[src/mrs_regs.svh]
// Purpose: offsets, field positions, reset values and timing counts
// Assumes: 25 MHz system clock, 32-bit register words
// Notes: included by every design module file of the reset controller, not by the package
`ifndef MRS_REGS_SVH
`define MRS_REGS_SVH

// ---------------------------------------------------------------------
// register offsets
// ---------------------------------------------------------------------
`define MRS_CTRL_OFS 8'h00
`define MRS_STATUS_OFS 8'h04
`define MRS_WDSETUP_OFS 8'h08
`define MRS_INTC_OFS 8'h0C
`define MRS_TMRC_OFS 8'h10
`define MRS_PORT_OFS 8'h14
`define MRS_TONE_OFS 8'h18
`define MRS_CORE_OFS 8'h1C

// ---------------------------------------------------------------------
// field positions
// ---------------------------------------------------------------------
`define MRS_CTRL_DROOPEN_BIT 0
`define MRS_CTRL_TRIP_LSB 1
`define MRS_ST_WDEXP_BIT 0
`define MRS_ST_PDOWN_BIT 1
`define MRS_ST_CAUSE_LSB 4
`define MRS_ST_INRST_BIT 8

// ---------------------------------------------------------------------
// reset values and masks
// ---------------------------------------------------------------------
`define MRS_CTRL_DROOPEN_RST 1'b1
`define MRS_CTRL_TRIP_RST 2'h0
`define MRS_PCL_RST 8'h00
`define MRS_SP_RST 3'h0
`define MRS_WDSETUP_RST 8'h07
`define MRS_INTC0_RST 7'h00
`define MRS_INTC1_RST 8'h00
`define MRS_INTC1_MASK 8'h77
`define MRS_TMRC_RST 8'h08
`define MRS_TMRC_MASK 8'hDF
`define MRS_PORT_RST 8'hFF
`define MRS_TONECTL_RST 3'h1
`define MRS_TONECTL_MASK 3'h5
`define MRS_TONEVAL_RST 8'h00
`define MRS_RESP_OKAY 2'h0
`define MRS_RESP_SLVERR 2'h2

// ---------------------------------------------------------------------
// timing
// ---------------------------------------------------------------------
`define MRS_CLK_MHZ 25
`define MRS_CLK_PERIOD_NS (1000 / `MRS_CLK_MHZ)
`define MRS_STARTUP_WAIT_PERIOD_NS 40960
`define MRS_STARTUP_WAIT_CYC \
   ((`MRS_STARTUP_WAIT_PERIOD_NS + `MRS_CLK_PERIOD_NS - 1) \
   / `MRS_CLK_PERIOD_NS)
`define MRS_DROOP_MIN_DURATION_NS 1000
`define MRS_DROOP_MIN_CYC \
   ((`MRS_DROOP_MIN_DURATION_NS + `MRS_CLK_PERIOD_NS - 1) \
   / `MRS_CLK_PERIOD_NS)

`endif

[src/mrs_pkg.sv]
// Purpose: types shared by the reset controller files
// Assumes: nothing beyond the register header
// Notes: all state of each module is one packed struct from here
package mrs_pkg;

   // ------------------------------------------------------------------
   // enumerations
   // ------------------------------------------------------------------
   typedef enum logic [1:0] {PH_RUN, PH_HOLD, PH_WAIT} mrs_phase_t;
   typedef enum logic [2:0] {CS_POWERON, CS_PIN, CS_DROOP, CS_WDRUN,
      CS_WDSLEEP} mrs_cause_t;

   // ------------------------------------------------------------------
   // bus carriers
   // ------------------------------------------------------------------
   typedef struct packed {
      logic awvalid;
      logic [7:0] awaddr;
      logic wvalid;
      logic [31:0] wdata;
      logic [3:0] wstrb;
      logic bready;
      logic arvalid;
      logic [7:0] araddr;
      logic rready;
   } mrs_axi_req_t;

   typedef struct packed {
      logic awready;
      logic wready;
      logic bvalid;
      logic [1:0] bresp;
      logic arready;
      logic rvalid;
      logic [31:0] rdata;
      logic [1:0] rresp;
   } mrs_axi_rsp_t;

   // ------------------------------------------------------------------
   // register images and module states
   // ------------------------------------------------------------------
   typedef struct packed {
      logic [7:0] progCounterLow;
      logic [2:0] stackPtr;
      logic [7:0] watchdogSetupReg;
      logic [6:0] intCtl0;
      logic [7:0] intCtl1;
      logic [7:0] tmrCtl;
      logic [7:0] portData;
      logic [7:0] portDir;
      logic [2:0] toneGenControl;
      logic [7:0] toneGenValue;
      logic wdExpired;
      logic powerdownFlag;
   } mrs_image_t;

   typedef struct packed {
      logic [5:0] cnt;
      logic hit;
   } mrs_filt_t;

   typedef struct packed {
      logic [10:0] cnt;
      logic done;
   } mrs_timer_t;

   typedef struct packed {
      mrs_phase_t phase;
      mrs_cause_t cause;
      logic coreRun;
      logic haltSeen;
      logic droopEn;
      logic [1:0] trip;
      logic awHave;
      logic wHave;
      logic [7:0] waddr;
      logic [31:0] wdata;
      logic [3:0] wstrb;
      mrs_image_t img;
      mrs_axi_rsp_t rsp;
      logic [5:0] aDroop;
      logic [10:0] aWait;
   } mrs_ctl_t;

endpackage

[src/mrs_reset_ctrl.sv]
// Purpose: reset source control with register images over AXI4-Lite
// Assumes: all inputs synchronous to sys_clk; nrst is power-on reset
// Notes: image registers are the reset-sensitive core and peripheral set
//
// What this block does
// RULE1: outside hardware pulls the active-low clear pin low to reset.
// RULE2: a pin reset, like every reset, clears the program counter.
// RULE3: droop reset and trip level are options; disabled means no reset.
// RULE4: droop resets only when it lasts longer than the minimum time.
// RULE5: watchdog expiry while running acts as a pin reset, sets expired.
// RULE6: watchdog expiry in power-down clears only counter and stack.
// RULE7: expired and power-down flags live in status, set by events.
// RULE8: power-on clears both flags; pin or droop reset keeps them. In power-down the code clears expired and sets power-down.
// RULE9: running watchdog expiry sets expired, keeps power-down flag.
// RULE10: power-down watchdog expiry sets both flags.
// RULE11: reset disables every interrupt source.
// RULE12: reset reloads watchdog setup, except power-down watchdog expiry.
// RULE13: reset switches timers off by loading the timer control pattern.
// RULE14: reset sets port data and direction to all ones.
// RULE15: reset points the stack pointer to the stack top.
// RULE16: data registers are untouched; low program counter always clears.
// RULE17: power-down watchdog expiry keeps peripheral registers unchanged.
// RULE18: other resets load tone control default and clear tone value.
// RULE19: after the pin is released wait the start-up period first.
// RULE20: sources merge into one internal reset released on one edge.
`timescale 1ns/1ns
`include "mrs_regs.svh"

module mrs_reset_ctrl
   import mrs_pkg::*;
(
   input wire logic sys_clk,
   input wire logic nrst,
   input wire logic hwClearPinN,
   input wire logic supplyLow,
   input wire logic watchdogTimeout,
   input wire logic haltActive,
   input wire mrs_axi_req_t axiReq,
   output mrs_axi_rsp_t axiRsp,
   output logic sysRstN,
   output mrs_image_t regImage,
   output logic [1:0] droopTripThreshold,
   output mrs_cause_t resetCause
);

   mrs_ctl_t s;
   mrs_ctl_t next_s;
   logic droopHit;
   logic waitDone;
   logic startWait;
   logic pinLow;
   logic wdRun;
   logic wdSleep;
   logic wrFire;
   logic [31:0] wrVal;
   logic [31:0] rdVal;

   // ------------------------------------------------------------------
   // helpers
   // ------------------------------------------------------------------
   function automatic mrs_image_t loadDefaults(input mrs_image_t cur);
      mrs_image_t r;
      r = cur;
      r.progCounterLow = `MRS_PCL_RST; // RULE16
      r.stackPtr = `MRS_SP_RST; // RULE15
      r.watchdogSetupReg = `MRS_WDSETUP_RST; // RULE12
      r.intCtl0 = `MRS_INTC0_RST; // RULE11
      r.intCtl1 = `MRS_INTC1_RST; // RULE11
      r.tmrCtl = `MRS_TMRC_RST; // RULE13
      r.portData = `MRS_PORT_RST; // RULE14
      r.portDir = `MRS_PORT_RST; // RULE14
      r.toneGenControl = `MRS_TONECTL_RST; // RULE18
      r.toneGenValue = `MRS_TONEVAL_RST; // RULE18
      return r;
   endfunction

   function automatic mrs_ctl_t resetState();
      mrs_ctl_t r;
      r = '0;
      r.phase = PH_WAIT;
      r.cause = CS_POWERON;
      r.droopEn = `MRS_CTRL_DROOPEN_RST;
      r.trip = `MRS_CTRL_TRIP_RST;
      r.img = loadDefaults('0);
      r.img.wdExpired = 1'b0; // RULE8
      r.img.powerdownFlag = 1'b0; // RULE8
      return r;
   endfunction

   function automatic logic [31:0] mergeStrb(input logic [31:0] old,
      input logic [31:0] wd, input logic [3:0] st);
      logic [31:0] r;
      r = old;
      for (int i = 0; i < 4; i++) begin
         if (st[i]) begin
            r[i*8 +: 8] = wd[i*8 +: 8];
         end
      end
      return r;
   endfunction

   function automatic logic isMapped(input logic [7:0] a);
      logic r;
      r = 1'b0;
      unique case (a)
         `MRS_CTRL_OFS, `MRS_STATUS_OFS, `MRS_WDSETUP_OFS, `MRS_INTC_OFS,
         `MRS_TMRC_OFS, `MRS_PORT_OFS, `MRS_TONE_OFS,
         `MRS_CORE_OFS: r = 1'b1;
         default: r = 1'b0;
      endcase
      return r;
   endfunction

   function automatic logic [31:0] readReg(input mrs_ctl_t c,
      input logic [7:0] a);
      logic [31:0] r;
      r = 32'h0000_0000;
      unique case (a)
         `MRS_CTRL_OFS: begin
            r[`MRS_CTRL_DROOPEN_BIT] = c.droopEn;
            r[`MRS_CTRL_TRIP_LSB +: 2] = c.trip;
         end
         `MRS_STATUS_OFS: begin
            r[`MRS_ST_WDEXP_BIT] = c.img.wdExpired; // RULE7
            r[`MRS_ST_PDOWN_BIT] = c.img.powerdownFlag; // RULE7
            r[`MRS_ST_CAUSE_LSB +: 3] = c.cause;
            r[`MRS_ST_INRST_BIT] = !c.coreRun;
         end
         `MRS_WDSETUP_OFS: r[7:0] = c.img.watchdogSetupReg;
         `MRS_INTC_OFS: r[15:0] = {c.img.intCtl1, 1'b0, c.img.intCtl0};
         `MRS_TMRC_OFS: r[7:0] = c.img.tmrCtl;
         `MRS_PORT_OFS: r[15:0] = {c.img.portDir, c.img.portData};
         `MRS_TONE_OFS: begin
            r[15:0] = {c.img.toneGenValue, 5'h00, c.img.toneGenControl};
         end
         `MRS_CORE_OFS: r[10:0] = {c.img.stackPtr, c.img.progCounterLow};
         default: r = 32'h0000_0000;
      endcase
      return r;
   endfunction

   // ------------------------------------------------------------------
   // submodules
   // ------------------------------------------------------------------
   mrs_supply_droop_detector droopDet (
      .sys_clk(sys_clk),
      .nrst(nrst),
      .enable(s.droopEn),
      .supplyLow(supplyLow),
      .qualified(droopHit)
   );

   mrs_startup_timer startTmr (
      .sys_clk(sys_clk),
      .nrst(nrst),
      .start(startWait),
      .done(waitDone)
   );

   // ------------------------------------------------------------------
   // next state
   // ------------------------------------------------------------------
   always_comb begin
      next_s = s;
      startWait = 1'b0;
      pinLow = !hwClearPinN; // RULE1
      wdRun = (s.phase == PH_RUN) && watchdogTimeout && !haltActive
         && !pinLow && !droopHit;
      wdSleep = (s.phase == PH_RUN) && watchdogTimeout && haltActive
         && !pinLow && !droopHit;
      wrFire = s.awHave && s.wHave && !s.rsp.bvalid;
      wrVal = mergeStrb(readReg(s, s.waddr), s.wdata, s.wstrb);
      rdVal = readReg(s, axiReq.araddr);

      // write address and data channels
      next_s.rsp.awready = axiReq.awvalid && !s.rsp.awready && !s.awHave
         && !s.rsp.bvalid;
      next_s.rsp.wready = axiReq.wvalid && !s.rsp.wready && !s.wHave
         && !s.rsp.bvalid;
      if (axiReq.awvalid && s.rsp.awready) begin
         next_s.awHave = 1'b1;
         next_s.waddr = axiReq.awaddr;
      end
      if (axiReq.wvalid && s.rsp.wready) begin
         next_s.wHave = 1'b1;
         next_s.wdata = axiReq.wdata;
         next_s.wstrb = axiReq.wstrb;
      end
      if (s.rsp.bvalid && axiReq.bready) begin
         next_s.rsp.bvalid = 1'b0;
      end

      // register write
      if (wrFire) begin
         next_s.awHave = 1'b0;
         next_s.wHave = 1'b0;
         next_s.rsp.bvalid = 1'b1;
         next_s.rsp.bresp = isMapped(s.waddr) ? `MRS_RESP_OKAY
            : `MRS_RESP_SLVERR;
         unique case (s.waddr)
            `MRS_CTRL_OFS: begin
               next_s.droopEn = wrVal[`MRS_CTRL_DROOPEN_BIT]; // RULE3
               next_s.trip = wrVal[`MRS_CTRL_TRIP_LSB +: 2]; // RULE3
            end
            `MRS_STATUS_OFS: begin
               if (s.wstrb[0] && s.wdata[`MRS_ST_WDEXP_BIT]) begin
                  next_s.img.wdExpired = 1'b0;
               end
               if (s.wstrb[0] && s.wdata[`MRS_ST_PDOWN_BIT]) begin
                  next_s.img.powerdownFlag = 1'b0;
               end
            end
            `MRS_WDSETUP_OFS: next_s.img.watchdogSetupReg = wrVal[7:0];
            `MRS_INTC_OFS: begin
               next_s.img.intCtl0 = wrVal[6:0];
               next_s.img.intCtl1 = wrVal[15:8] & `MRS_INTC1_MASK;
            end
            `MRS_TMRC_OFS: next_s.img.tmrCtl = wrVal[7:0] & `MRS_TMRC_MASK;
            `MRS_PORT_OFS: begin
               next_s.img.portData = wrVal[7:0];
               next_s.img.portDir = wrVal[15:8];
            end
            `MRS_TONE_OFS: begin
               next_s.img.toneGenControl = wrVal[2:0] & `MRS_TONECTL_MASK;
               next_s.img.toneGenValue = wrVal[15:8];
            end
            default: next_s.rsp.bvalid = 1'b1;
         endcase
      end

      // read channel
      next_s.rsp.arready = axiReq.arvalid && !s.rsp.arready
         && !s.rsp.rvalid;
      if (axiReq.arvalid && s.rsp.arready) begin
         next_s.rsp.rvalid = 1'b1;
         next_s.rsp.rdata = rdVal;
         next_s.rsp.rresp = isMapped(axiReq.araddr) ? `MRS_RESP_OKAY
            : `MRS_RESP_SLVERR;
      end else if (s.rsp.rvalid && axiReq.rready) begin
         next_s.rsp.rvalid = 1'b0;
      end

      // power-down entry sets its flag over any clear
      next_s.haltSeen = haltActive;
      if (haltActive && !s.haltSeen) begin
         next_s.img.powerdownFlag = 1'b1; // RULE7
      end

      // reset sources
      if (pinLow || droopHit) begin
         if (s.phase != PH_HOLD) begin
            next_s.img = loadDefaults(next_s.img); // RULE2 RULE18
            next_s.cause = pinLow ? CS_PIN : CS_DROOP;
            if (haltActive) begin
               next_s.img.wdExpired = 1'b0;
               next_s.img.powerdownFlag = 1'b1;
            end
         end
         next_s.phase = PH_HOLD; // RULE20
         next_s.coreRun = 1'b0;
      end else begin
         unique case (s.phase)
            PH_RUN: begin
               if (wdRun) begin
                  next_s.img = loadDefaults(next_s.img); // RULE5 RULE12
                  next_s.img.wdExpired = 1'b1; // RULE9
                  next_s.cause = CS_WDRUN;
                  next_s.phase = PH_WAIT;
                  next_s.coreRun = 1'b0;
                  startWait = 1'b1;
               end else if (wdSleep) begin
                  next_s.img.progCounterLow = `MRS_PCL_RST; // RULE6
                  next_s.img.stackPtr = `MRS_SP_RST; // RULE6 RULE17
                  next_s.img.wdExpired = 1'b1; // RULE10
                  next_s.img.powerdownFlag = 1'b1; // RULE10
                  next_s.cause = CS_WDSLEEP;
                  next_s.phase = PH_WAIT;
                  next_s.coreRun = 1'b0;
                  startWait = 1'b1;
               end
            end
            PH_HOLD: begin
               next_s.phase = PH_WAIT; // RULE19
               startWait = 1'b1;
            end
            PH_WAIT: begin
               if (waitDone) begin
                  next_s.phase = PH_RUN; // RULE19 RULE20
                  next_s.coreRun = 1'b1;
               end
            end
            default: begin
               next_s.phase = PH_WAIT;
               next_s.coreRun = 1'b0;
               startWait = 1'b1;
            end
         endcase
      end

      // assertion helpers
      if (s.droopEn && supplyLow) begin
         if (s.aDroop != 6'h3F) begin
            next_s.aDroop = s.aDroop + 6'h01;
         end
      end else begin
         next_s.aDroop = 6'h00;
      end
      if (next_s.phase == PH_WAIT && s.phase != PH_WAIT) begin
         next_s.aWait = 11'h000;
      end else if (s.phase == PH_WAIT && s.aWait != 11'h7FF) begin
         next_s.aWait = s.aWait + 11'h001;
      end
   end

   // ------------------------------------------------------------------
   // state register and outputs
   // ------------------------------------------------------------------
   always_ff @(posedge sys_clk) begin
      if (!nrst) begin
         s <= resetState(); // RULE8 RULE20
      end else begin
         s <= next_s;
      end
   end

   assign axiRsp = s.rsp;
   assign sysRstN = s.coreRun;
   assign regImage = s.img;
   assign droopTripThreshold = s.trip;
   assign resetCause = s.cause;
endmodule // mrs_reset_ctrl

[src/mrs_supply_droop_detector.sv]
// Purpose: qualifies a low-supply indication by its duration
// Assumes: supplyLow is synchronous to sys_clk
// Notes: hit only after the droop outlasts the minimum duration
`timescale 1ns/1ns
`include "mrs_regs.svh"

module mrs_supply_droop_detector
   import mrs_pkg::*;
(
   input wire logic sys_clk,
   input wire logic nrst,
   input wire logic enable,
   input wire logic supplyLow,
   output logic qualified
);

   mrs_filt_t s;
   mrs_filt_t next_s;

   // ------------------------------------------------------------------
   // duration counter
   // ------------------------------------------------------------------
   always_comb begin
      next_s = s;
      if (!enable || !supplyLow) begin
         next_s.cnt = 6'h00; // RULE3
         next_s.hit = 1'b0; // RULE4
      end else if (s.cnt == 6'(`MRS_DROOP_MIN_CYC)) begin
         next_s.hit = 1'b1; // RULE4
      end else begin
         next_s.cnt = s.cnt + 6'h01;
      end
   end

   always_ff @(posedge sys_clk) begin
      if (!nrst) begin
         s <= '0;
      end else begin
         s <= next_s;
      end
   end

   assign qualified = s.hit;

endmodule // mrs_supply_droop_detector

[src/mrs_startup_timer.sv]
// Purpose: counts the start-up wait after a reset is released
// Assumes: start is a one-cycle pulse
// Notes: starts counting when the synchronous reset is released
`timescale 1ns/1ns
`include "mrs_regs.svh"

module mrs_startup_timer
   import mrs_pkg::*;
(
   input wire logic sys_clk,
   input wire logic nrst,
   input wire logic start,
   output logic done
);

   mrs_timer_t s;
   mrs_timer_t next_s;

   // ------------------------------------------------------------------
   // down counter
   // ------------------------------------------------------------------
   always_comb begin
      next_s = s;
      if (start) begin
         next_s.cnt = 11'(`MRS_STARTUP_WAIT_CYC); // RULE19
         next_s.done = 1'b0;
      end else if (s.cnt != 11'h000) begin
         next_s.cnt = s.cnt - 11'h001;
         next_s.done = (s.cnt == 11'h001); // RULE19
      end
   end

   always_ff @(posedge sys_clk) begin
      if (!nrst) begin
         s.cnt <= 11'(`MRS_STARTUP_WAIT_CYC);
         s.done <= 1'b0;
      end else begin
         s <= next_s;
      end
   end

   assign done = s.done;

endmodule // mrs_startup_timer

[config.mk]
export PLATFORM = sky130hd
export DESIGN_NAME = mrs_reset_ctrl
export DESIGN_NICKNAME = d
export VERILOG_FILES = /design/src/mrs_pkg.sv /design/src/mrs_reset_ctrl.sv /design/src/mrs_supply_droop_detector.sv /design/src/mrs_startup_timer.sv
export VERILOG_INCLUDE_DIRS = /design/src
export SDC_FILE = /design/constraint.sdc
export NUM_CORES = 1
export LEC_CHECK = 0
export ABC_AREA = 1
export BUFFER_PORTS_ARGS = -buffer_cell sky130_fd_sc_hd__buf_2
export CORE_MARGIN = 4
export CORE_UTILIZATION = 55
export DETAILED_ROUTE_END_ITERATION = 10
export GPL_TIMING_DRIVEN = 0
export HOLD_SLACK_MARGIN = 0.1
export PLACE_DENSITY = 0.91
export SETUP_SLACK_MARGIN = 0.05
export SYNTH_ARGS = -nofsm -noshare
export SYNTH_HDL_FRONTEND = slang
export SYNTH_SLANG_ARGS = --single-unit
[constraint.sdc]
create_clock -name sys_clk -period 4.78 [get_ports sys_clk]
set_clock_uncertainty 0.2 [all_clocks]
set_input_delay 0.239 -clock sys_clk [delete_from_list [all_inputs] [get_ports sys_clk]]
set_output_delay 0.239 -clock sys_clk [all_outputs]
set_load 0.1 [all_outputs]
Yosys cells after proc, flatten, opt, wreduce, memory -nomap -nowiden
Memories as Yosys holds them, arrays and structs flattened. A register that Yosys moved wholly into a read port is not among the register bits.
Cells that the tools add are included.
- flip-flop bits (word level): 153
- bits in latches: 0
- RAM bits: 0
- ROM bits: 64
- input bits: 63
- output and inout port bits: 118
- memories: 2
- memory list (memory ; depth ; bits a word ; read ports ; clocked after Yosys merged registers in ; wr ports ; line ; text):
    (no name shown) ; 32 ; 1 ; 1 ; 1 ; 0 ; mrs_reset_ctrl.sv:105 ; unique case (a)
    (no name shown) ; 32 ; 1 ; 1 ; 0 ; 0 ; mrs_reset_ctrl.sv:105 ;
- $add $sub $neg: 2
- multipliers: 0
- divide/modulo/power cells: 0
- order comparisons: 0
- equality and inequality tests: 24
- shift operators: 0
- multiplexer cells: 63
- bitwise gates (word level): 2
- reduce and logical (&&, ||, !) cells: 59
- operators by type and width (operator ; count):
    $mux W71 ; 3
    $eq A8 B5 Y1 const B ; 8
    $mux W60 ; 1
    $mux W58 ; 1
    $pmux W3 S6 ; 2
    $mux W11 ; 3
    $eq A8 B4 Y1 const B ; 4
    $mux W8 ; 4
    $logic_and A1 B1 Y1 ; 25
    $pmux W1 S5 ; 4
    $mux W6 ; 3
    $eq A8 B3 Y1 const B ; 2
    $logic_not A8 Y1 ; 2
    $mux W16 ; 1
    $mux W2 ; 8
    $pmux W2 S8 ; 1
    $mux W15 ; 1
    $pmux W5 S3 ; 1
    $logic_not A1 Y1 ; 14
    $mux W1 ; 14
    $eq A11 B1 Y1 const B ; 1
    $reduce_bool A11 Y1 ; 1
    $sub A11 B1 Y11 const B ; 1
    $mux W5 ; 2
    other kinds (26) ; 43

Longest topological paths before layout
Gate-level depths: netlist (run 1).
- depth in word-level cells: 10
- mapped depth: 11
- mapped depth without buffers: 11

Modules after synthesis
A second synthesis (run 1) with hierarchy kept.
- cell total of the unflattened synthesis: 1132
- area total of the unflattened synthesis: 7902.6 µm²
- modules (own cells, without submodules) (module ; instances ; cells each ; area each (µm²) ; seq. area each (µm²)):
    mrs_reset_ctrl ; 1 ; 984 ; 6851.6 ; 2442.3
    mrs_startup_timer ; 1 ; 103 ; 711.9 ; 240.2
    mrs_supply_droop_detector ; 1 ; 45 ; 339.1 ; 140.1

Least setup slack after synthesis (run 1)
Ideal clock, no wire load.
- path type: register to register
- from: reg s, in the netlist sysRstN
- to: reg s, in the netlist axiRsp[10]
- data arrival time: 1355 ps
- required time: 4448 ps
- setup slack: 3093 ps
- stages on the path, launching flop included: 4
- path buffers: 0
- period minus slack after synthesis: 1687 ps
- cell sequence: dfxtp_1 o22ai_1 o21ai_0 a21oi_1
- cells in the longest elaborated chain, start to end: 2
- ends and longest elaborated chain (what ; line ; text):
    from (decl) ; mrs_reset_ctrl.sv:46 ; mrs_ctl_t s;
    from (signal assigned) ; mrs_reset_ctrl.sv:320 ; s <= resetState();
    from (signal assigned) ; mrs_reset_ctrl.sv:322 ; s <= next_s;
    $logic_not A1 Y1 ; mrs_reset_ctrl.sv:127 ; r[`MRS_ST_INRST_BIT] = !c.coreRun;
    $pmux W1 S5 ; mrs_reset_ctrl.sv:118 ; unique case (a)
No other way between the ends.
A chain may end at the register's enable or synchronous reset.

Worst setup path in the final report (run 1)
- from: in axiReq[8] (netlist bit)
- to: reg s, in the netlist axiRsp[11]
- cells in the longest elaborated chain, start to end: 2
- elaborated cells on any way between the ends: 5
- those cells by class: eq/ne: 4; mux: 1
- ends and longest elaborated chain (what ; line ; text):
    from (decl) ; mrs_reset_ctrl.sv:38 ; input wire mrs_axi_req_t axiReq,
    $eq A8 B5 Y1 / $eq A8 B4 Y1 (equally long branches) ; mrs_reset_ctrl.sv:118 ;
    $pmux W2 S4 (*) ; mrs_reset_ctrl.sv:118 ;
Mark *: on every way between the ends. The rest lies on a longest branch, timed or not.

==> results of run 1 <==
## synth_stat cells (8+ instances only)
library cell | n | area share
nand3_1 | 94 | 0.064
buf_4 | 119 | 0.12
nor2_2 | 12 | 0.010
o211ai_1 | 9 | 0.0091
inv_1 | 64 | 0.032
nor3_1 | 12 | 0.0081
inv_2 | 13 | 0.0066
a21oi_1 | 100 | 0.068
buf_2 | 8 | 0.0054
clkbuf_1 | 18 | 0.0091
o21ai_0 | 68 | 0.046
o22ai_1 | 9 | 0.0076
o21ai_1 | 22 | 0.015
nand2_1 | 178 | 0.090
dfxtp_1 | 141 | 0.38
nor2_1 | 83 | 0.042
## per-layer routing
layer / wire length [microns] / part of all wire
met1: 8780 / 0.38
met2: 10900 / 0.47
met3: 2750 / 0.12
met4: 890 / 0.038
met5: 0 / 0
## final timing paths
check,end
hold reg to reg,axiRsp[40]
setup / recovery,axiRsp[11]
hold / removal,axiRsp[1]
setup reg to reg,droopTripThreshold[1]
## power breakdown
group	switching [mW]	leakage, nW	total, mW	internal, mW
clock	0.506	0.291	1.38	0.873
sequential	0.0506	1.14	1.29	1.24
combinational	0.402	2.88	0.582	0.180
## cell families (layout without fill, tap and decap cells)
family                   count (synthesis)  in the layout  synth area share
adder cells (fa/ha/maj)                  4              4           0.00677
AO/OA/AOI/OAI                          214            214             0.152
AND/OR/NAND/NOR                        425            425             0.270
other                                    1             29          0.000507
XOR/XNOR                                 8              8           0.00948
flip-flops                             141            141             0.382
buffers and inverters                  227            431             0.179
## cell type report
cell class                      count  share of cell area
Inverter                           79              0.0315
Timing Repair Buffer              173               0.113
Multi-Input combinational cell    680               0.356
Buffer                            148               0.109
Tap cell                          176              0.0234
Clock buffer                       22              0.0515
Sequential cell                   141               0.300
Clock inverter                      9              0.0142
## critical path: stages
cell and delay [ns]:
dlygate4sd3_1 0.54, buf_2 0.12, nor2_1 0.07, dlygate4sd3_1 0.55
nand2_1 0.08, nor2_1 0.23, buf_2 0.26, nand2_1 0.23
o211ai_1 0.34, nand2_1 0.09, a21oi_1 0.13
## per-stage QoR
step	hold WS (ns)	instance area [sq um]	setup WS, ns	total power [mW]
floorplan	0.151	7500	3.09	1.74
global placement	0.218	8380	2.67	1.84
detailed placement	0.231	8380	2.62	1.85
CTS	0.174	9400	2.16	3.24
global route	0.211	9400	1.92	3.36
finish	0.173	9400	2.03	3.25
## flip-flops by register name (all words and copies together) (netlist names), named ones only
| register | flops |
|---|---|
| droopDet.s | 6 |
| droopDet.qualified | 1 |
| axiRsp | 23 |
| s | 32 |
| sysRstN | 1 |
| regImage | 60 |
| startTmr.done | 1 |
| droopTripThreshold | 2 |
| resetCause | 3 |
| startTmr.s | 11 |
## timing repair
item / 4_1_cts / 5_1_grt
hold endpoints to repair: 48 / 0
hold buffers: 40 / 0
buffers inserted: 0 / 0
==> impl_results.md, run 1 <==
* Vias after detailed routing at 7,762
* Final setup violation count at 0
* Post-CTS sizing at 0
* Root buffer cell: clkbuf_16
* Fmax at about 360 MHz
* Critical Path End Type: register
* Drt total wl at 23,300 microns
* Arr. time, crit path at 2.90 ns
* Vias per cell at 5.44
* DIE AREA at between 0.015 and 0.02 sq mm
* Largest net degree at the start of global routing at 17
* Placed cell count at between 1,000 and 1,500
* Chip Width at between 100 and 150 microns
* Leakage at ~4.3 nW
* Clock Sinks at about 140
* CTS Buf Count at 17
* Worst VDD drop at approximately 330 uV
* First-pass GRT wire length at 36,200 microns
* Final ANT Viol Nets at 0
* Critical Path Source: axiReq[8]
* Outcome: complete, no violations
* # IOs at 181
* Final net count at 1,307
* Hold Path Origin: axiReq[2]
* Worst-path clk slew at 0.06 ns
* Synth-to-Final Area Change at 27.2%
* Ant diodes at 0
* Unrepaired setup endpoints after global routing: no
* Final TNS setup at 0 ns
* Worst r2r src: s[172]
* Post-synth cell types at 41
* Number of max-cap violations at 0
* GP Congestion at 0.991
* Final cell count without fillers at about 1,400
* Worst-margin pin slew at about 0.74 ns
* R2R Setup Slk at 2.61 ns
* Total track usage at 0.304
* Multi-input gate area at roughly 0.0034 sq mm
* Pwr dens at 345 mW/mm^2
* Global routing usage on met2 at 0.499
* Yosys warning count at 0
* Most common cell after layout, fill and taps aside: nand2_1
* Synth Area per Inst at 7.25 sq um
* Register area share after synthesis at 0.382
* EDFF count, synth at 0
* Mapped Cells at 1,020
* Asr flop ratio synth at 0
* Drt pass-1 iters at 6
* CTS tree: built
* Pins Over Slew Limit at 0
* Mapped Area at 0.00739 sq mm
* Hold Fails Final Rpt at 0
* Worst hold stages at 5
* Fin util at 0.713
* WP data required at just under 5 ns
* # H-tree levels at 4
* Port Buffer Count at between 100 and 150
* CP Class: in2reg
* Register Area at 0.00282 sq mm
* Row Count at between 40 and 50
* Slew headroom at 0.504
* Hpwl dp at 16,500 microns
* Busiest metal layer after global routing: met2
* Layout cells sized above 1 at 0.278
* Hold Path Class: in2reg
* Met3 Usage GRT at 0.0690
* CTS max path bufs at 2
* Number of global-route vias before repair at between 7,000 and 8,000
* Grt ovf at 0
* Wirelength per Cell at about 16 microns
* Number of synthesized register bits at 141
* DRT iter0 DRCs at 726
* Die Y at approximately 120 microns
* Final cycle utilization of the critical path at 0.575
* Dominant synthesized flop cell: dfxtp_1
* Skew-Pair Late Insertion Delay at between 0.4 and 0.5 ns
* R2R depth at 10
* Antenna violations before repair at 0
* Startpoint Class: input pin
* Initial core utilization at 0.561
* Met1 Use GR at 0.388
* Crit path max fanout at 10
* Core region area at about 0.013 sq mm
* Tmin final at approximately 2.7 ns
* DRC at 0
* Fillers at ~1,100
* Most frequent cells in the layout: 178 x nand2_1, 141 x buf_2, 141 x dfxtp_1
(Power assumes the default switching activity.)
==> run 2: changes to the inputs <==
CORE_UTILIZATION = 54   (was 55)
PLACE_DENSITY = 0.9   (was 0.91)
clock period = 2.65 ns   (was 4.78 ns; I/O delays follow)
==> run 2 against run 1 <==
Register-to-register slack got worse by 2.1 ns. Wire length rose by 0.91%. Sequential cell count is the same. Setup slack worse by 1.8 ns. Clock power increased by 72%. Global-route usage shrank 1.1 points. Combinational power grew 82%. Worst hold slack got worse by 0.022 ns.
==> impl_results.md, run 2 (synthesis results as in run 1) <==
* GP Congestion at 0.993 (+0.28%)
* Initial core utilization at 0.554 (-0.00662)
* CP Class: in2reg
* CTS tree: built
* Tmin final at 2.45 ns
* Max FFs per register at 60 (unchanged)
* Critical Path Source: axiReq[8]
* Metal3 WL at 2450 microns (-11%)
* Final cycle utilization of the critical path at 0.926
* Startpoint Class: input pin
* First-pass GRT wire length at 36,900 microns (+1.8%)
* Final TNS setup at 0 ns (unchanged)
* CTS Buf Count at 17 (unchanged)
* Final net count at 1,311 (+0.31%)
* Port Buffer Count at 133 (unchanged)
* Register Area at 0.00282 sq mm (unchanged)
* Row Count at 42 (unchanged)
* Pins Over Slew Limit at 0 (unchanged)
* Crit-path cells: dlygate4sd3_1 -> buf_2 -> nor2_1 -> dlygate4sd3_1 -> nand2_1 -> nor2_2 -> clkbuf_4 -> buf_4 -> nand3_1 -> o211ai_1 -> nand2_1 -> a21oi_1
* Slew headroom at 0.501 (-0.00337)
* Core region area at 0.0133 sq mm (+1.2%)
* Worst VDD drop at 557 uV (+69%)
* Max incr delay on CP at 0.55 ns (about the same)
* Clock Sinks at 141 (unchanged)
* Largest net degree at the start of global routing at 17 (unchanged)
* Most frequent cells in the layout: 177 x nand2_1, 141 x dfxtp_1, 138 x buf_2
* Final setup violation count at 0 (unchanged)
* Total track usage at 0.293 (-0.0112)
* Wirelength per Cell at 16.4 microns (+0.63%)
* Skew-Pair Late Insertion Delay at 0.43 ns (about the same)
* # IOs at 181 (unchanged)
* Drt pass-1 iters at 5 (-1)
* Fmax at about 410 MHz
* Crit path to: axiRsp[12]
* Hpwl dp at 16,700 microns (+1.0%)
* Met2 wire length at 11,000 microns (+1.0%)
* Hold Fails Final Rpt at 0 (unchanged)
* Worst-margin pin slew at 0.748 ns (+0.00779 ns)
* R2R Setup Slk at 0.47 ns (-2.14 ns)
* Vias per cell at 5.35 (-1.6%)
* Post-CTS setup buffer count at 0 (unchanged)
* Vias after detailed routing at 7,661 (-1.3%)
* Grt ovf at 0 (unchanged)
* DIE AREA at 0.0156 sq mm (+1.7%)
* DRC at 0 (unchanged)
* Chip Width at 125 microns (+0.86%)
* Synth-to-Final Area Change at 27.6%
* Arr. time, crit path at 2.61 ns (-0.29 ns)
* Crit path max fanout at 10 (unchanged)
* Uppermost layer routed: met4
* Multi-input gate area at 0.00336 sq mm (+0.37%)
* # H-tree levels at 4 (unchanged)
* CP max stage cell: dlygate4sd3_1
* Hold Path Class: in2reg
* WP data required at 2.80 ns (-2.14 ns)
* Outcome: complete, no violations
* Critical Path End Type: register
* Fillers at 1,109 (+3.5%)
* Die Y at 125 microns (+0.86%)
* Critical R2R Capture: droopTripThreshold[1]
* Worst-path clk slew at 0.06 ns (about the same)
* Leakage at 4.33 nW (+0.29%)
* CTS max path bufs at 2 (unchanged)
* DRT iter0 DRCs at 784 (+8.0%)
* Most common cell after layout, fill and taps aside: nand2_1
* Layout cells sized above 1 at 0.280 (+0.00230)
* Drt total wl at 23,500 microns (+0.91%)
* Worst r2r src: s[171]
* Pwr dens at 610 mW/mm^2 (+77%)
* Post-Route M1 WL at 9210 microns (+4.9%)
* Power Total at 5.75 mW (+77%)
* Number of global-route vias before repair at 7,271 (+1.4%)
* Number of max-cap violations at 0 (unchanged)
* Unrepaired setup endpoints after global routing: no
* Antenna violations before repair at 0 (unchanged)
* Ant diodes at 0 (unchanged)
* Final ANT Viol Nets at 0 (unchanged)
* Worst hold stages at 6 (+1)
* Root buffer cell: clkbuf_16
* R2R depth at 10 (unchanged)
## run 2: cell count changes in the layout (fill, tap and decap cells not counted), sizes merged
cell and change:
clkbuf +1, bufinv -1, clkinvlp -3, dlygate4sd3 +4, clkinv +5, buf -2
## run 2: what timing repair did
item / CTS / global route
hold buffers: 44 / 0
gates resized for setup: 0 / 12
setup endpoints to repair: 0 / 15
endpoints found under the hold margin: 57 / 0
## run 2: through the flow
step / std cells / util / instance area [sq um] / worst slack (ns) / hold slack, ns
4_1_cts: 1432 / 0.705 / 9410 / 0.119 / 0.136
3_3_place_gp: 1357 / 0.628 / 8380 / 0.585 / 0.162
5_1_grt: 1432 / 0.707 / 9430 / 0.0618 / 0.167
6_report: 1432 / 0.707 / 9430 / 0.195 / 0.151
2_1_floorplan: 1048 / - / 7500 / 0.963 / 0.0444
3_5_place_dp: 1357 / 0.628 / 8380 / 0.546 / 0.175
## run 2: final cells by class
class                   count  share of cell area
clock inverters            10              0.0121
multi-input cells         680               0.357
flip-flops and latches    141               0.299
inverters                  79              0.0314
plain buffers             148               0.110
well taps                 176              0.0234
clock buffers              21              0.0499
repair buffers            177               0.117
## run 2: how the worst min path moves through the flow
stage / start / endpoint / slack [ns]
after floorplan: haltActive / s[178] / 0.04
after global placement: haltActive / s[178] / 0.16
after detailed placement: axiReq[56] / axiRsp[40] / 0.18
after CTS: axiReq[3] / axiRsp[2] / 0.14
after global routing: axiReq[3] / axiRsp[2] / 0.17
final: axiReq[4] / axiRsp[6] / 0.15
## run 2: power by group
| group | total [mW] | internal (mW) | switching [mW] |
|---|---|---|---|
| registers | 2.32 | 2.23 | 0.0914 |
| clock network | 2.37 | 1.45 | 0.918 |
| logic | 1.06 | 0.331 | 0.731 |
## run 2: critical path, delay by kind of cell
family	cells	cell delay, ns
buffers and inverters	5	1.64
and+or+nand+nor	5	0.53
AOI/OAI and AO/OA	2	0.29
## run 2: layer usage
| metal | global-route usage | up-vias |
|---|---|---|
| met4 | 0.134 | 0 |
| li1 | - | 3687 |
| met1 | 0.366 | 3449 |
| met5 | 0 | - |
| met3 | 0.0746 | 67 |
| met2 | 0.475 | 458 |
